## src/rtl/stl_pkg.sv

```systemverilog
// package: register map, reset values, timing and types of the torque/speed limiter
`default_nettype none
package stl_pkg;
  // clock and time base
  localparam int unsigned STL_CLK_HZ = 50_000_000;
  localparam int unsigned STL_TICK_MS = 1;  // control update period, ms
  localparam int unsigned STL_MS_CYCLES = STL_CLK_HZ / 1000 * STL_TICK_MS;
  localparam int unsigned STL_OVL_UNIT_MS = 10;  // overload time unit, ms

  // system capabilities and rated values (plain defaults)
  localparam logic [15:0] STL_SYS_MAX_TRQ = 16'h012C;  // 300 %
  localparam logic [15:0] STL_SYS_MAX_RPM = 16'h1388;  // 5000 r/min
  localparam logic [15:0] STL_RATED_RPM = 16'h0BB8;  // 3000 r/min

  // settings array: word index = byte offset / 4
  localparam int STL_CFG_NUM = 13;
  localparam int STL_IDX_SMOOTH = 0;
  localparam int STL_IDX_ACCEL = 1;
  localparam int STL_IDX_DECEL = 2;
  localparam int STL_IDX_INT_CCW = 3;
  localparam int STL_IDX_INT_CW = 4;
  localparam int STL_IDX_EXT_CCW = 5;
  localparam int STL_IDX_EXT_CW = 6;
  localparam int STL_IDX_TEST_TRQ = 7;
  localparam int STL_IDX_OVL_CCW = 8;
  localparam int STL_IDX_OVL_CW = 9;
  localparam int STL_IDX_OVL_TIME = 10;
  localparam int STL_IDX_MAX_SPD = 11;
  localparam int STL_IDX_JOG_SPD = 12;

  localparam logic [15:0] STL_CFG_RST [STL_CFG_NUM] = '{
    16'h0000, 16'h0000, 16'h0000, 16'h012C, 16'hFED4, 16'h0064, 16'hFF9C,
    16'h0064, 16'h012C, 16'hFED4, 16'h0000, 16'h0DAC, 16'h0064};

  // byte offsets of the remaining registers
  localparam logic [7:0] STL_OFS_CFG_LAST = 8'h30;
  localparam logic [7:0] STL_OFS_CTRL = 8'h34;
  localparam logic [7:0] STL_OFS_STATUS = 8'h38;
  localparam logic [7:0] STL_OFS_MASK = 8'h3C;
  localparam logic [7:0] STL_OFS_LIMITS = 8'h40;
  localparam logic [7:0] STL_OFS_SPEED = 8'h44;

  // control register fields
  localparam int STL_CTRL_MODE_LSB = 0;
  localparam int STL_CTRL_JOG_DIR = 3;
  localparam logic [3:0] STL_CTRL_RST = 4'h0;

  // status / mask bits
  localparam int STL_STS_W = 2;
  localparam int STL_STS_OVL = 0;
  localparam int STL_STS_CLAMP = 1;

  typedef enum logic [2:0] {
    STL_MODE_POS, STL_MODE_SPD, STL_MODE_TRQ, STL_MODE_JOG, STL_MODE_KEYPAD, STL_MODE_DEMO
  } stl_mode_e;

  // effective torque limits: ccw positive %, cw signed non-positive %
  typedef struct packed {
    logic [15:0] ccw;
    logic [15:0] cw;
  } stl_limits_s;
endpackage
`default_nettype wire

```

## src/rtl/stl_limiter.sv

```systemverilog
// design: position smoothing, speed ramp/clamp, torque limits and overload alarm
`default_nettype none

// register map, one 32-bit word each, settings in the low 16 bits
//   0x00 position smoothing time, ms
//   0x04 speed acceleration time, ms
//   0x08 speed deceleration time, ms
//   0x0C internal ccw torque limit, %
//   0x10 internal cw torque limit, signed %
//   0x14 external ccw torque limit, %
//   0x18 external cw torque limit, signed %
//   0x1C test-run torque limit, %
//   0x20 ccw overload threshold, %
//   0x24 cw overload threshold, signed %
//   0x28 overload detect time, 10 ms units
//   0x2C maximum speed, r/min
//   0x30 jog speed, r/min
//   0x34 control: [2:0] mode, [3] jog direction
//   0x38 status, write one to clear: [0] overload, [1] speed clamped
//   0x3C interrupt mask, same layout as status
//   0x40 effective torque limits, read only
//   0x44 speed reference, read only
// modes: 0 position, 1 speed, 2 torque, 3 jog, 4 keypad, 5 demo
// unmapped addresses answer with a slave error and read zero
// every transfer takes exactly one wait state
// limit-enable pins pass two flops, so limits lag them by three cycles
// all ms figures count control update ticks of TICK_CYCLES clocks
// hazard: a larger TICK_CYCLES slows every ramp and timer alike

// Contract
// - position pulses pass an exponential filter, time constant in ms, none lost.
// - smoothing time zero passes pulses straight through.
// - speed rises zero to rated in the programmed acceleration time.
// - speed falls rated to zero in the programmed deceleration time.
// - smaller speed changes take proportionally less ramp time.
// - ramps act in speed modes only, never in position control.
// - internal ccw torque limit always applies.
// - internal cw torque limit, non-positive, always applies.
// - any limit above the system maximum uses the system maximum.
// - ccw enable input on: ccw limit is least of system, internal, external.
// - cw enable input on: cw limit is least magnitude of the three.
// - ccw torque above threshold beyond detect time raises alarm and stops.
// - cw torque beyond threshold beyond detect time raises alarm and stops.
// - detect time counts 10 ms units; zero disables the alarm.
// - speed clamped to maximum setting, then to system maximum.
// - jog drives at the jog speed setting.
module stl_limiter
  import stl_pkg::*;
#(
  parameter int unsigned TICK_CYCLES = STL_MS_CYCLES
) (
  input wire logic pclk,
  input wire logic presetn,
  input wire logic psel,
  input wire logic penable,
  input wire logic pwrite,
  input wire logic [7:0] paddr,
  input wire logic [31:0] pwdata,
  output logic [31:0] prdata,
  output logic pready,
  output logic pslverr,
  input wire logic cmd_pulse,
  input wire logic cmd_dir,
  input wire logic [15:0] speed_cmd,
  input wire logic [15:0] motor_torque,
  input wire logic ccw_limit_enable_input,
  input wire logic cw_limit_enable_input,
  output logic pos_pulse_out,
  output logic pos_dir_out,
  output logic [15:0] speed_ref,
  output stl_limits_s torque_limits,
  output logic torque_overload_alarm,
  output logic motor_stop,
  output logic irq
);

  logic [15:0] cfg_r [STL_CFG_NUM];
  logic [3:0] ctrl_r;
  logic [STL_STS_W-1:0] sts_r, sts_nxt, mask_r;
  logic [31:0] prdata_r;
  logic pready_r, pslverr_r, irq_r;
  logic [1:0] ccw_sync_r, cw_sync_r;
  logic [31:0] tick_cnt_r;
  logic tick_r;

  // two-flop synchronisers for the limit-enable pins
  // the pins come from another domain, so only the second flop is read
  // reset level is low: limits start relaxed, as with pins released
  // cost: three cycles from pin change to new limit
  always_ff @(posedge pclk or negedge presetn) begin
    if (!presetn) begin
      ccw_sync_r <= 2'b00;
      cw_sync_r <= 2'b00;
    end else begin
      ccw_sync_r <= {ccw_sync_r[0], ccw_limit_enable_input};
      cw_sync_r <= {cw_sync_r[0], cw_limit_enable_input};
    end
  end

  // 1 ms control update tick
  // one-cycle enable pulse, the only slow rate in the block
  // ramp budget, smoothing and overload timer all step on it
  // registered so that the pulse leaves a flop
  always_ff @(posedge pclk or negedge presetn) begin
    if (!presetn) begin
      tick_cnt_r <= 32'h0000_0000;
      tick_r <= 1'b0;
    end else begin
      tick_r <= (tick_cnt_r == TICK_CYCLES - 1);
      tick_cnt_r <= (tick_cnt_r == TICK_CYCLES - 1) ? 32'h0000_0000 : tick_cnt_r + 32'h0000_0001;
    end
  end

  // apb decode: one wait state, answer registered
  // first access cycle captures read data and error
  // second access cycle shows pready, where writes land
  // settings decode by word index, the rest by full byte address
  // misaligned settings addresses count as unmapped
  // read-only words ignore writes without an error
  wire apb_access = psel && penable;
  wire apb_done = apb_access && pready_r;
  wire apb_wr = apb_done && pwrite;
  wire [5:0] word_idx = paddr[7:2];
  wire is_cfg = (paddr <= STL_OFS_CFG_LAST) && (paddr[1:0] == 2'b00);
  wire is_ctrl = (paddr == STL_OFS_CTRL);
  wire is_sts = (paddr == STL_OFS_STATUS);
  wire is_mask = (paddr == STL_OFS_MASK);
  wire is_lim = (paddr == STL_OFS_LIMITS);
  wire is_spd = (paddr == STL_OFS_SPEED);
  wire mapped = is_cfg || is_ctrl || is_sts || is_mask || is_lim || is_spd;
  wire [31:0] rd_cfg = is_cfg ? {16'h0000, cfg_r[word_idx[3:0]]} : 32'h0000_0000;
  wire [31:0] rd_mux = is_cfg ? rd_cfg :
                       is_ctrl ? {28'h000_0000, ctrl_r} :
                       is_sts ? {30'h0000_0000, sts_r} :
                       is_mask ? {30'h0000_0000, mask_r} :
                       is_lim ? torque_limits :
                       is_spd ? {16'h0000, speed_ref} : 32'h0000_0000;

  // apb answer flops
  // pready stands one cycle; prdata holds until the next access
  // pslverr rides with pready only for unmapped addresses
  always_ff @(posedge pclk or negedge presetn) begin
    if (!presetn) begin
      pready_r <= 1'b0;
      pslverr_r <= 1'b0;
      prdata_r <= 32'h0000_0000;
    end else begin
      pready_r <= apb_access && !pready_r;
      pslverr_r <= apb_access && !pready_r && !mapped;
      if (apb_access && !pready_r) begin
        prdata_r <= pwrite ? 32'h0000_0000 : rd_mux;
      end
    end
  end

  // settings and control writes
  // one flop group per setting word, reset to its default
  // only the low 16 bits are kept; negatives stay two's complement
  generate
    for (genvar i = 0; i < STL_CFG_NUM; i++) begin : g_cfg
      always_ff @(posedge pclk or negedge presetn) begin
        if (!presetn) begin
          cfg_r[i] <= STL_CFG_RST[i];
        end else if (apb_wr && is_cfg && word_idx == 6'(i)) begin
          cfg_r[i] <= pwdata[15:0];
        end
      end
    end
  endgenerate

  always_ff @(posedge pclk or negedge presetn) begin
    if (!presetn) begin
      ctrl_r <= STL_CTRL_RST;
      mask_r <= '0;
    end else begin
      if (apb_wr && is_ctrl) ctrl_r <= pwdata[3:0];
      if (apb_wr && is_mask) mask_r <= pwdata[STL_STS_W-1:0];
    end
  end

  // operating mode
  // undefined mode codes act like position control
  // test-run modes are jog, keypad and demo
  // ramps act in speed and test-run modes only
  wire stl_mode_e mode = stl_mode_e'(ctrl_r[STL_CTRL_MODE_LSB +: 3]);
  wire test_run = (mode == STL_MODE_JOG) || (mode == STL_MODE_KEYPAD) || (mode == STL_MODE_DEMO);
  wire ramp_mode = (mode == STL_MODE_SPD) || test_run;

  // ---------------- position command smoothing ----------------
  // pending holds commanded minus emitted counts, signed
  // each tick adds the pending magnitude to the accumulator
  // every time constant of accumulator releases one pulse
  // so the output rate is pending over T: an exponential approach
  // no count is dropped; the filter only delays
  // limitation: at most one output pulse per clock
  // with time zero the pulse passes after two cycles
  logic signed [31:0] pend_r;
  logic [31:0] acc_r;
  logic pulse_r, pdir_r;
  wire [31:0] tconst = {16'h0000, cfg_r[STL_IDX_SMOOTH]};
  wire smooth_off = (tconst == 32'h0000_0000);
  wire [31:0] pend_mag = pend_r[31] ? 32'(-pend_r) : 32'(pend_r);
  // emit at pending/T pulses per ms: exponential approach
  wire emit = (pend_r != 0) && (smooth_off || acc_r >= tconst);
  wire signed [31:0] in_delta = !cmd_pulse ? 32'sd0 : (cmd_dir ? -32'sd1 : 32'sd1);
  wire signed [31:0] out_delta = !emit ? 32'sd0 : (pend_r[31] ? -32'sd1 : 32'sd1);
  wire [31:0] acc_add = tick_r ? pend_mag : 32'h0000_0000;
  wire [31:0] acc_sub = (emit && !smooth_off) ? tconst : 32'h0000_0000;

  // pending count keeps every pulse; output only delayed
  always_ff @(posedge pclk or negedge presetn) begin
    if (!presetn) begin
      pend_r <= 32'sd0;
      acc_r <= 32'h0000_0000;
      pulse_r <= 1'b0;
      pdir_r <= 1'b0;
    end else begin
      pend_r <= pend_r + in_delta - out_delta;
      acc_r <= (smooth_off || pend_r == 0) ? 32'h0000_0000 : acc_r + acc_add - acc_sub;
      pulse_r <= emit;
      if (emit) pdir_r <= pend_r[31];
    end
  end

  // ---------------- speed target, clamp, ramp ----------------
  // target comes from the speed command or, in jog, the jog setting
  // magnitude clamped to the maximum setting, then the system maximum
  // an active overload alarm forces the target to zero
  // each tick adds rated r/min of budget; each step spends ramp time
  // so rated speed takes the ramp time, smaller changes less
  // accel while the magnitude grows in one sign, decel otherwise
  // bypass jumps straight to the target in one cycle
  wire [15:0] max_set = cfg_r[STL_IDX_MAX_SPD];
  wire [15:0] spd_lim = (max_set > STL_SYS_MAX_RPM) ? STL_SYS_MAX_RPM : max_set;
  wire [15:0] jog_spd = cfg_r[STL_IDX_JOG_SPD];
  wire signed [15:0] raw_tgt = (mode == STL_MODE_JOG) ?
                       (ctrl_r[STL_CTRL_JOG_DIR] ? 16'(-$signed(jog_spd)) : $signed(jog_spd)) :
                       $signed(speed_cmd);
  wire [15:0] raw_mag = raw_tgt[15] ? 16'(-raw_tgt) : 16'(raw_tgt);
  wire clamp_hit = raw_mag > spd_lim;
  wire signed [15:0] lim_tgt = !clamp_hit ? raw_tgt :
                       (raw_tgt[15] ? 16'(-$signed(spd_lim)) : $signed(spd_lim));
  wire signed [15:0] tgt = sts_r[STL_STS_OVL] ? 16'sd0 : lim_tgt;
  logic signed [15:0] ref_r;
  logic [31:0] frac_r;
  wire [15:0] ref_mag = ref_r[15] ? 16'(-ref_r) : 16'(ref_r);
  wire [15:0] tgt_mag = tgt[15] ? 16'(-tgt) : 16'(tgt);
  wire speeding_up = (ref_r == 0) || ((ref_r[15] == tgt[15]) && (tgt_mag > ref_mag));
  wire [31:0] ramp_t = {16'h0000, speeding_up ? cfg_r[STL_IDX_ACCEL] : cfg_r[STL_IDX_DECEL]};
  wire ramp_bypass = !ramp_mode || (ramp_t == 32'h0000_0000);
  // one r/min step per spent ramp_t of budget; rated r/min budget per ms
  wire step = (ref_r != tgt) && (frac_r >= ramp_t);
  wire [31:0] frac_add = tick_r ? {16'h0000, STL_RATED_RPM} : 32'h0000_0000;
  wire [31:0] frac_sub = step ? ramp_t : 32'h0000_0000;

  // speed reference follows the ramp or jumps when bypassed
  always_ff @(posedge pclk or negedge presetn) begin
    if (!presetn) begin
      ref_r <= 16'sd0;
      frac_r <= 32'h0000_0000;
    end else if (ramp_bypass) begin
      ref_r <= tgt;
      frac_r <= 32'h0000_0000;
    end else begin
      if (step) ref_r <= (tgt > ref_r) ? ref_r + 16'sd1 : ref_r - 16'sd1;
      frac_r <= (ref_r == tgt) ? 32'h0000_0000 : frac_r + frac_add - frac_sub;
    end
  end

  // ---------------- torque limits ----------------
  // all limits worked as magnitudes, cw turned negative at the end
  // wrong-signed settings count as zero torque
  // disabled external and test limits fall back to the system maximum
  // the effective limit is the least of all that apply
  // recomputed every cycle, so any setting or mode change shows one cycle later
  function automatic logic [15:0] pos_mag(input logic [15:0] v);
    pos_mag = v[15] ? 16'h0000 : v;
  endfunction
  function automatic logic [15:0] neg_mag(input logic [15:0] v);
    neg_mag = v[15] ? 16'(-$signed(v)) : 16'h0000;
  endfunction
  function automatic logic [15:0] min2(input logic [15:0] a, input logic [15:0] b);
    min2 = (a < b) ? a : b;
  endfunction

  wire [15:0] ccw_int = min2(pos_mag(cfg_r[STL_IDX_INT_CCW]), STL_SYS_MAX_TRQ);
  wire [15:0] cw_int = min2(neg_mag(cfg_r[STL_IDX_INT_CW]), STL_SYS_MAX_TRQ);
  wire [15:0] ccw_ext = ccw_sync_r[1] ? pos_mag(cfg_r[STL_IDX_EXT_CCW]) : STL_SYS_MAX_TRQ;
  wire [15:0] cw_ext = cw_sync_r[1] ? neg_mag(cfg_r[STL_IDX_EXT_CW]) : STL_SYS_MAX_TRQ;
  wire [15:0] test_lim = test_run ? pos_mag(cfg_r[STL_IDX_TEST_TRQ]) : STL_SYS_MAX_TRQ;
  wire [15:0] ccw_eff = min2(min2(ccw_int, ccw_ext), test_lim);
  wire [15:0] cw_eff = min2(min2(cw_int, cw_ext), test_lim);
  stl_limits_s lim_r;

  // recomputed each cycle, so each update sees current inputs
  always_ff @(posedge pclk or negedge presetn) begin
    if (!presetn) begin
      lim_r <= '0;
    end else begin
      lim_r.ccw <= ccw_eff;
      lim_r.cw <= 16'(-$signed(cw_eff));
    end
  end

  // ---------------- torque overload supervision ----------------
  // torque must stay strictly beyond a threshold, without a break
  // any cycle back inside the thresholds restarts the count
  // detect time counts 10 ms units, turned into ticks
  // time zero switches the whole alarm off
  // the count saturates once the alarm fires
  wire signed [15:0] trq = $signed(motor_torque);
  wire [31:0] ovl_time = {16'h0000, cfg_r[STL_IDX_OVL_TIME]};
  wire [31:0] ovl_ticks = 32'(ovl_time * STL_OVL_UNIT_MS / STL_TICK_MS);
  wire ovl_en = (ovl_time != 32'h0000_0000);
  wire over_ccw = trq > $signed(cfg_r[STL_IDX_OVL_CCW]);
  wire over_cw = trq < $signed(cfg_r[STL_IDX_OVL_CW]);
  wire over = ovl_en && (over_ccw || over_cw);
  logic [31:0] ovl_cnt_r;
  wire ovl_evt = over && (ovl_cnt_r >= ovl_ticks);

  // counts whole ms ticks while overloaded
  always_ff @(posedge pclk or negedge presetn) begin
    if (!presetn) begin
      ovl_cnt_r <= 32'h0000_0000;
    end else if (!over) begin
      ovl_cnt_r <= 32'h0000_0000;
    end else if (tick_r && !ovl_evt) begin
      ovl_cnt_r <= ovl_cnt_r + 32'h0000_0001;
    end
  end

  // ---------------- status, interrupt, outputs ----------------
  // sticky status bits, cleared by writing ones
  // an event in the clear cycle keeps its bit set
  // a still-present overload sets the bit again at once
  // interrupt is a level, high while an unmasked bit is set
  // it changes in the same cycle as status
  wire [STL_STS_W-1:0] evts = {clamp_hit, ovl_evt};
  wire [STL_STS_W-1:0] w1c = (apb_wr && is_sts) ? pwdata[STL_STS_W-1:0] : '0;
  assign sts_nxt = (sts_r & ~w1c) | evts;  // set wins over clear

  always_ff @(posedge pclk or negedge presetn) begin
    if (!presetn) begin
      sts_r <= '0;
      irq_r <= 1'b0;
    end else begin
      sts_r <= sts_nxt;
      irq_r <= |(sts_nxt & mask_r);
    end
  end

  // every output comes straight from a flop
  // alarm and motor stop share the overload status bit
  assign prdata = prdata_r;
  assign pready = pready_r;
  assign pslverr = pslverr_r;
  assign pos_pulse_out = pulse_r;
  assign pos_dir_out = pdir_r;
  assign speed_ref = ref_r;
  assign torque_limits = lim_r;
  assign torque_overload_alarm = sts_r[STL_STS_OVL];
  assign motor_stop = sts_r[STL_STS_OVL];
  assign irq = irq_r;

endmodule
`default_nettype wire

```

## config.mk

```make
export PLATFORM = sky130hd
export DESIGN_NAME = stl_limiter
export DESIGN_NICKNAME = d
export VERILOG_FILES = /design/src/rtl/stl_pkg.sv /design/src/rtl/stl_limiter.sv
export SDC_FILE = /design/constraint.sdc
export NUM_CORES = 2
export LEC_CHECK = 0
export BUFFER_PORTS_ARGS = -buffer_cell sky130_fd_sc_hd__buf_4
export CAP_MARGIN = 20
export CORE_ASPECT_RATIO = 0.6
export CORE_MARGIN = 8
export CORE_UTILIZATION = 60
export DETAILED_ROUTE_END_ITERATION = 8
export PLACE_DENSITY = 0.86
export SYNTH_ARGS = -nofsm -noshare
export SYNTH_HDL_FRONTEND = slang
export SYNTH_SLANG_ARGS = --single-unit
```

## constraint.sdc

```tcl
create_clock -name pclk -period 15.6 [get_ports pclk]
set_clock_uncertainty 0.05 [all_clocks]
set_input_delay 3.12 -clock pclk [delete_from_list [all_inputs] [get_ports pclk]]
set_output_delay 3.12 -clock pclk [all_outputs]
set_load 0.01 [all_outputs]
```

==> flow_summary.json <==
{
  "synth_edf_count": 0,
  "whs_path_depth": 0,
  "hp-class": "flop to flop",
  "synthFlopType": "dfrtp_1",
  "slowest_stage": "or4b_2",
  "path_class": "primary input to flop",
  "critPathMaxFanout": 27,
  "layout_worst_path_cycle_share_pct": 94.59,
  "fmax_mhz": 67.77,
  "hold_viol": 0,
  "crit_path_end_kind": "flop",
  "first_pass_iters": 6,
  "synthToLayoutAreaGrowth_pct": 11.36,
  "ys_warn_count": 0,
  "synth_cell_types": 90,
  "antenna_found_initial": 6,
  "synth-seq-area-share_pct": 31.99,
  "numCtsBuffers": 47,
  "initial_core_util_pct": 60.35,
  "htreeDepth": 2,
  "cpPeakStageDelay_ns": 0.67,
  "fill_cells": 4463,
  "syn_area_per_cell_sq_um": 9.380,
  "vias": 31180,
  "drive_above_1_share_pct": 17.35,
  "syn-cell-area_sq_mm": 0.03652,
  "gp_congestion": 1.004,
  "postCtsSetupBuffers": 0,
  "viasPerCell": 6.326,
  "drv_slew": 0,
  "ys_seq_elements": 464,
  "synth-xor-area-share_pct": 6.307,
  "grt_max_degree": 117,
  "root_buffer": "clkbuf_16",
  "grt_pass1_wl_mm": 169.3,
  "io_pins": 168,
  "drt-met1-wl_mm": 46.17,
  "synthSimpleGateAreaFrac_pct": 14.64,
  "cts_tree": "done",
  "hold-worst-slack_ns": 0.2999,
  "worstSkewPairLatency_ns": 0.63,
  "status": "completed",
  "final_nets": 4567,
  "async_flop_share_pct": 100.0,
  "num_rows": 70,
  "critPathLaunchType": "primary input",
  "die_h_um": 207.1,
  "clk_pin_slew_worst_paths_ns": 0.07,
  "met3WireLength_mm": 13.74,
  "drv_cap": 0,
  "synth_top_family_by_area": "adder cells",
  "required_ns": 16.04,
  "drt.antenna.violating_nets": 0,
  "wl_per_cell_um": 21.96,
  "grt_setup_unrepaired": "no",
  "overflow": 0,
  "grt_pass1_vias": 30140,
  "route.detailed.drc": 0,
  "ir_drop_mv": 0.1151,
  "die-area_sq_mm": 0.06928,
  "post_synth_inst_count": 3894,
  "tightest_slew_ns": 1.033,
  "critPathArrivalTime_ns": 15.20,
  "reg2reg_depth": 56,
  "slew_headroom_pct": 31.16,
  "cts_max_path_buffers": 3,
  "die_x_um": 334.5,
  "fin_crit_ns": 14.76,
  "core-area_sq_mm": 0.06052,
  "power.leakage_nw": 19.60,
  "wirelength_mm": 108.2,
  "io_buffers": 149,
  "fin_setup_tns_ns": 0,
  "multi_input_area_sq_mm": 0.02283,
  "place_hpwl_mm": 80.07,
  "grt_usage_pct": 30.08,
  "setup_viol": 0,
  "synth_compound_area_share_pct": 12.73,
  "hold_buffers": 0,
  "drt_iter0_drc": 3537,
  "wl_met2_mm": 44.27,
  "powerDensity_mw_per_mm2": 98.98,
  "synth_mux_area_share_pct": 12.74,
  "synthAdderAreaFrac_pct": 15.73,
  "cts_sinks": 464,
  "regArea_sq_mm": 0.01168,
  "maxUsedRoutingLayer": "met5"
}
==> final timing paths <==
| path | startpoint | end | slack [ns] |
|---|---|---|---|
| min | cw_sync_r[0] | cw_sync_r[1] | 0.30 |
| max reg2reg | jog_spd[1] | frac_r[28] | 1.59 |
| max in group asynchronous | presetn | tick_cnt_r[20] | 10.71 |
| min reg2reg | cw_sync_r[0] | cw_sync_r[1] | 0.30 |
| max | speed_cmd[6] | frac_r[28] | 0.84 |
| min in group asynchronous | presetn | ovl_cnt_r[21] | 2.55 |
==> cells in the final DEF (no fill, tap or decap), drive strengths merged, types with 14 or more instances in the layout <==
master,n
nor2b,29
mux4,58
nor3,94
nand3,74
conb,18
clkbuf,61
buf,234
ha,368
or3,30
dfstp,58
o41ai,14
nor4,67
a21oi,207
dfrtp,406
nand2,276
mux2i,82
o21bai,17
nand4,49
or2,27
a22o,18
o31ai,33
a21o,80
fa,57
a211oi,21
and2,20
o21ai,164
a31oi,26
nand2b,43
o21a,36
nor2,294
xnor2,195
mux2,224
and3,37
inv,428
xor2,68
==> Yosys cell counts (all sizes together) (17+ instances only) <==
library cell / n / area, sq um
mux4: 58 / 1306
nor2b: 29 / 181.4
ha: 368 / 4604
o31ai: 33 / 247.7
or3: 30 / 192.7
nor4: 67 / 425.4
mux2: 224 / 2526
nand3: 74 / 370.4
a211oi: 21 / 157.7
a21oi: 207 / 1044
nand2: 276 / 1036
nor3: 94 / 475.5
xnor2: 195 / 1708
o21bai: 17 / 127.6
xor2: 68 / 595.6
a31oi: 26 / 162.7
inv: 425 / 1595
or2: 27 / 168.9
buf: 29 / 143.9
o21ai: 164 / 832.1
clkbuf: 104 / 391.6
and3: 37 / 231.5
a21o: 80 / 600.6
a22o: 18 / 157.7
mux2i: 82 / 820.8
nand2b: 43 / 269.0
fa: 57 / 1141
nor2: 294 / 1106
and2: 20 / 127.6
nand4: 49 / 306.5
dfrtp: 406 / 10160
o21a: 36 / 270.3
dfstp: 58 / 1524
==> per-layer routing <==
layer	global-route usage, %	vias to the layer above
met5	0.2126	-
met4	10.10	6
met3	9.508	339
met2	42.33	1704
met1	43.46	15050
li1	-	14080
==> sequential cells by signal, summed over array words and instances (netlist names), 2 cells and up <==
| name | flops |
|---|---|
| frac_r | 32 |
| pend_r | 32 |
| prdata | 31 |
| cw_sync_r | 2 |
| ovl_cnt_r | 32 |
| tick_cnt_r | 32 |
| torque_limits | 31 |
| mask_r | 2 |
| sts_r | 2 |
| acc_r | 32 |
| jog_spd | 16 |
| speed_ref | 16 |
| max_set | 16 |
| cfg_r | 176 |
| ccw_sync_r | 2 |
| ctrl_r | 4 |
==> timing repair <==
item,CTS,global route
endpoints found under the setup margin,0,1
hold endpoints to repair,0,0
resized for setup,0,3
==> metrics by stage <==
stage,cells,area (sq um),total power [W],setup WS (ns),util (%)
final,4928,40670,0.004026,0.8443,67.20
after global placement,4835,38870,0.002662,0.5900,64.22
after CTS,4922,40590,0.004017,0.8089,67.07
after global routing,4927,40670,0.004263,0.05412,67.20
after detailed placement,4835,38870,0.002728,0.3065,64.22
after floorplan,3910,36580,0.002395,1.116,-
==> power breakdown <==
part / leakage [nW] / total, W / switching, W / internal (W)
clock network: 0.829 / 0.00129 / 0.000543 / 0.000749
registers: 6.09 / 0.00134 / 0.0000569 / 0.00128
logic: 12.7 / 0.00140 / 0.000801 / 0.000597
==> layout make-up <==
cell class                      instances  share of cell area [%]
Clock buffer                           60                   3.212
Tap cell                              828                   2.547
Antenna cell                            1                0.006153
Multi-Input combinational cell       2888                   56.14
Timing Repair Buffer                  235                   4.414
Clock inverter                         27                   1.031
Sequential cell                       464                   28.73
Inverter                              425                   3.922
==> cell families after synthesis <==
logic type	after synthesis
multiplexers	364
flip-flops	464
AO/OA/AOI/OAI	724
adder cells (fa/ha/maj)	425
XOR/XNOR	263
buffers and inverters	558
other	2
AND/OR/NAND/NOR	1094
==> critical path: cells and delay by family <==
family                   cells  cell delay (ns)
AND/OR/NAND/NOR             15             3.59
AO/OA/AOI/OAI               21             5.00
XOR/XNOR                     3             0.37
multiplexers                 2             0.57
adder cells (fa/ha/maj)      5             1.23
buffers and inverters        7             1.27
(Power assumes the default switching activity.)
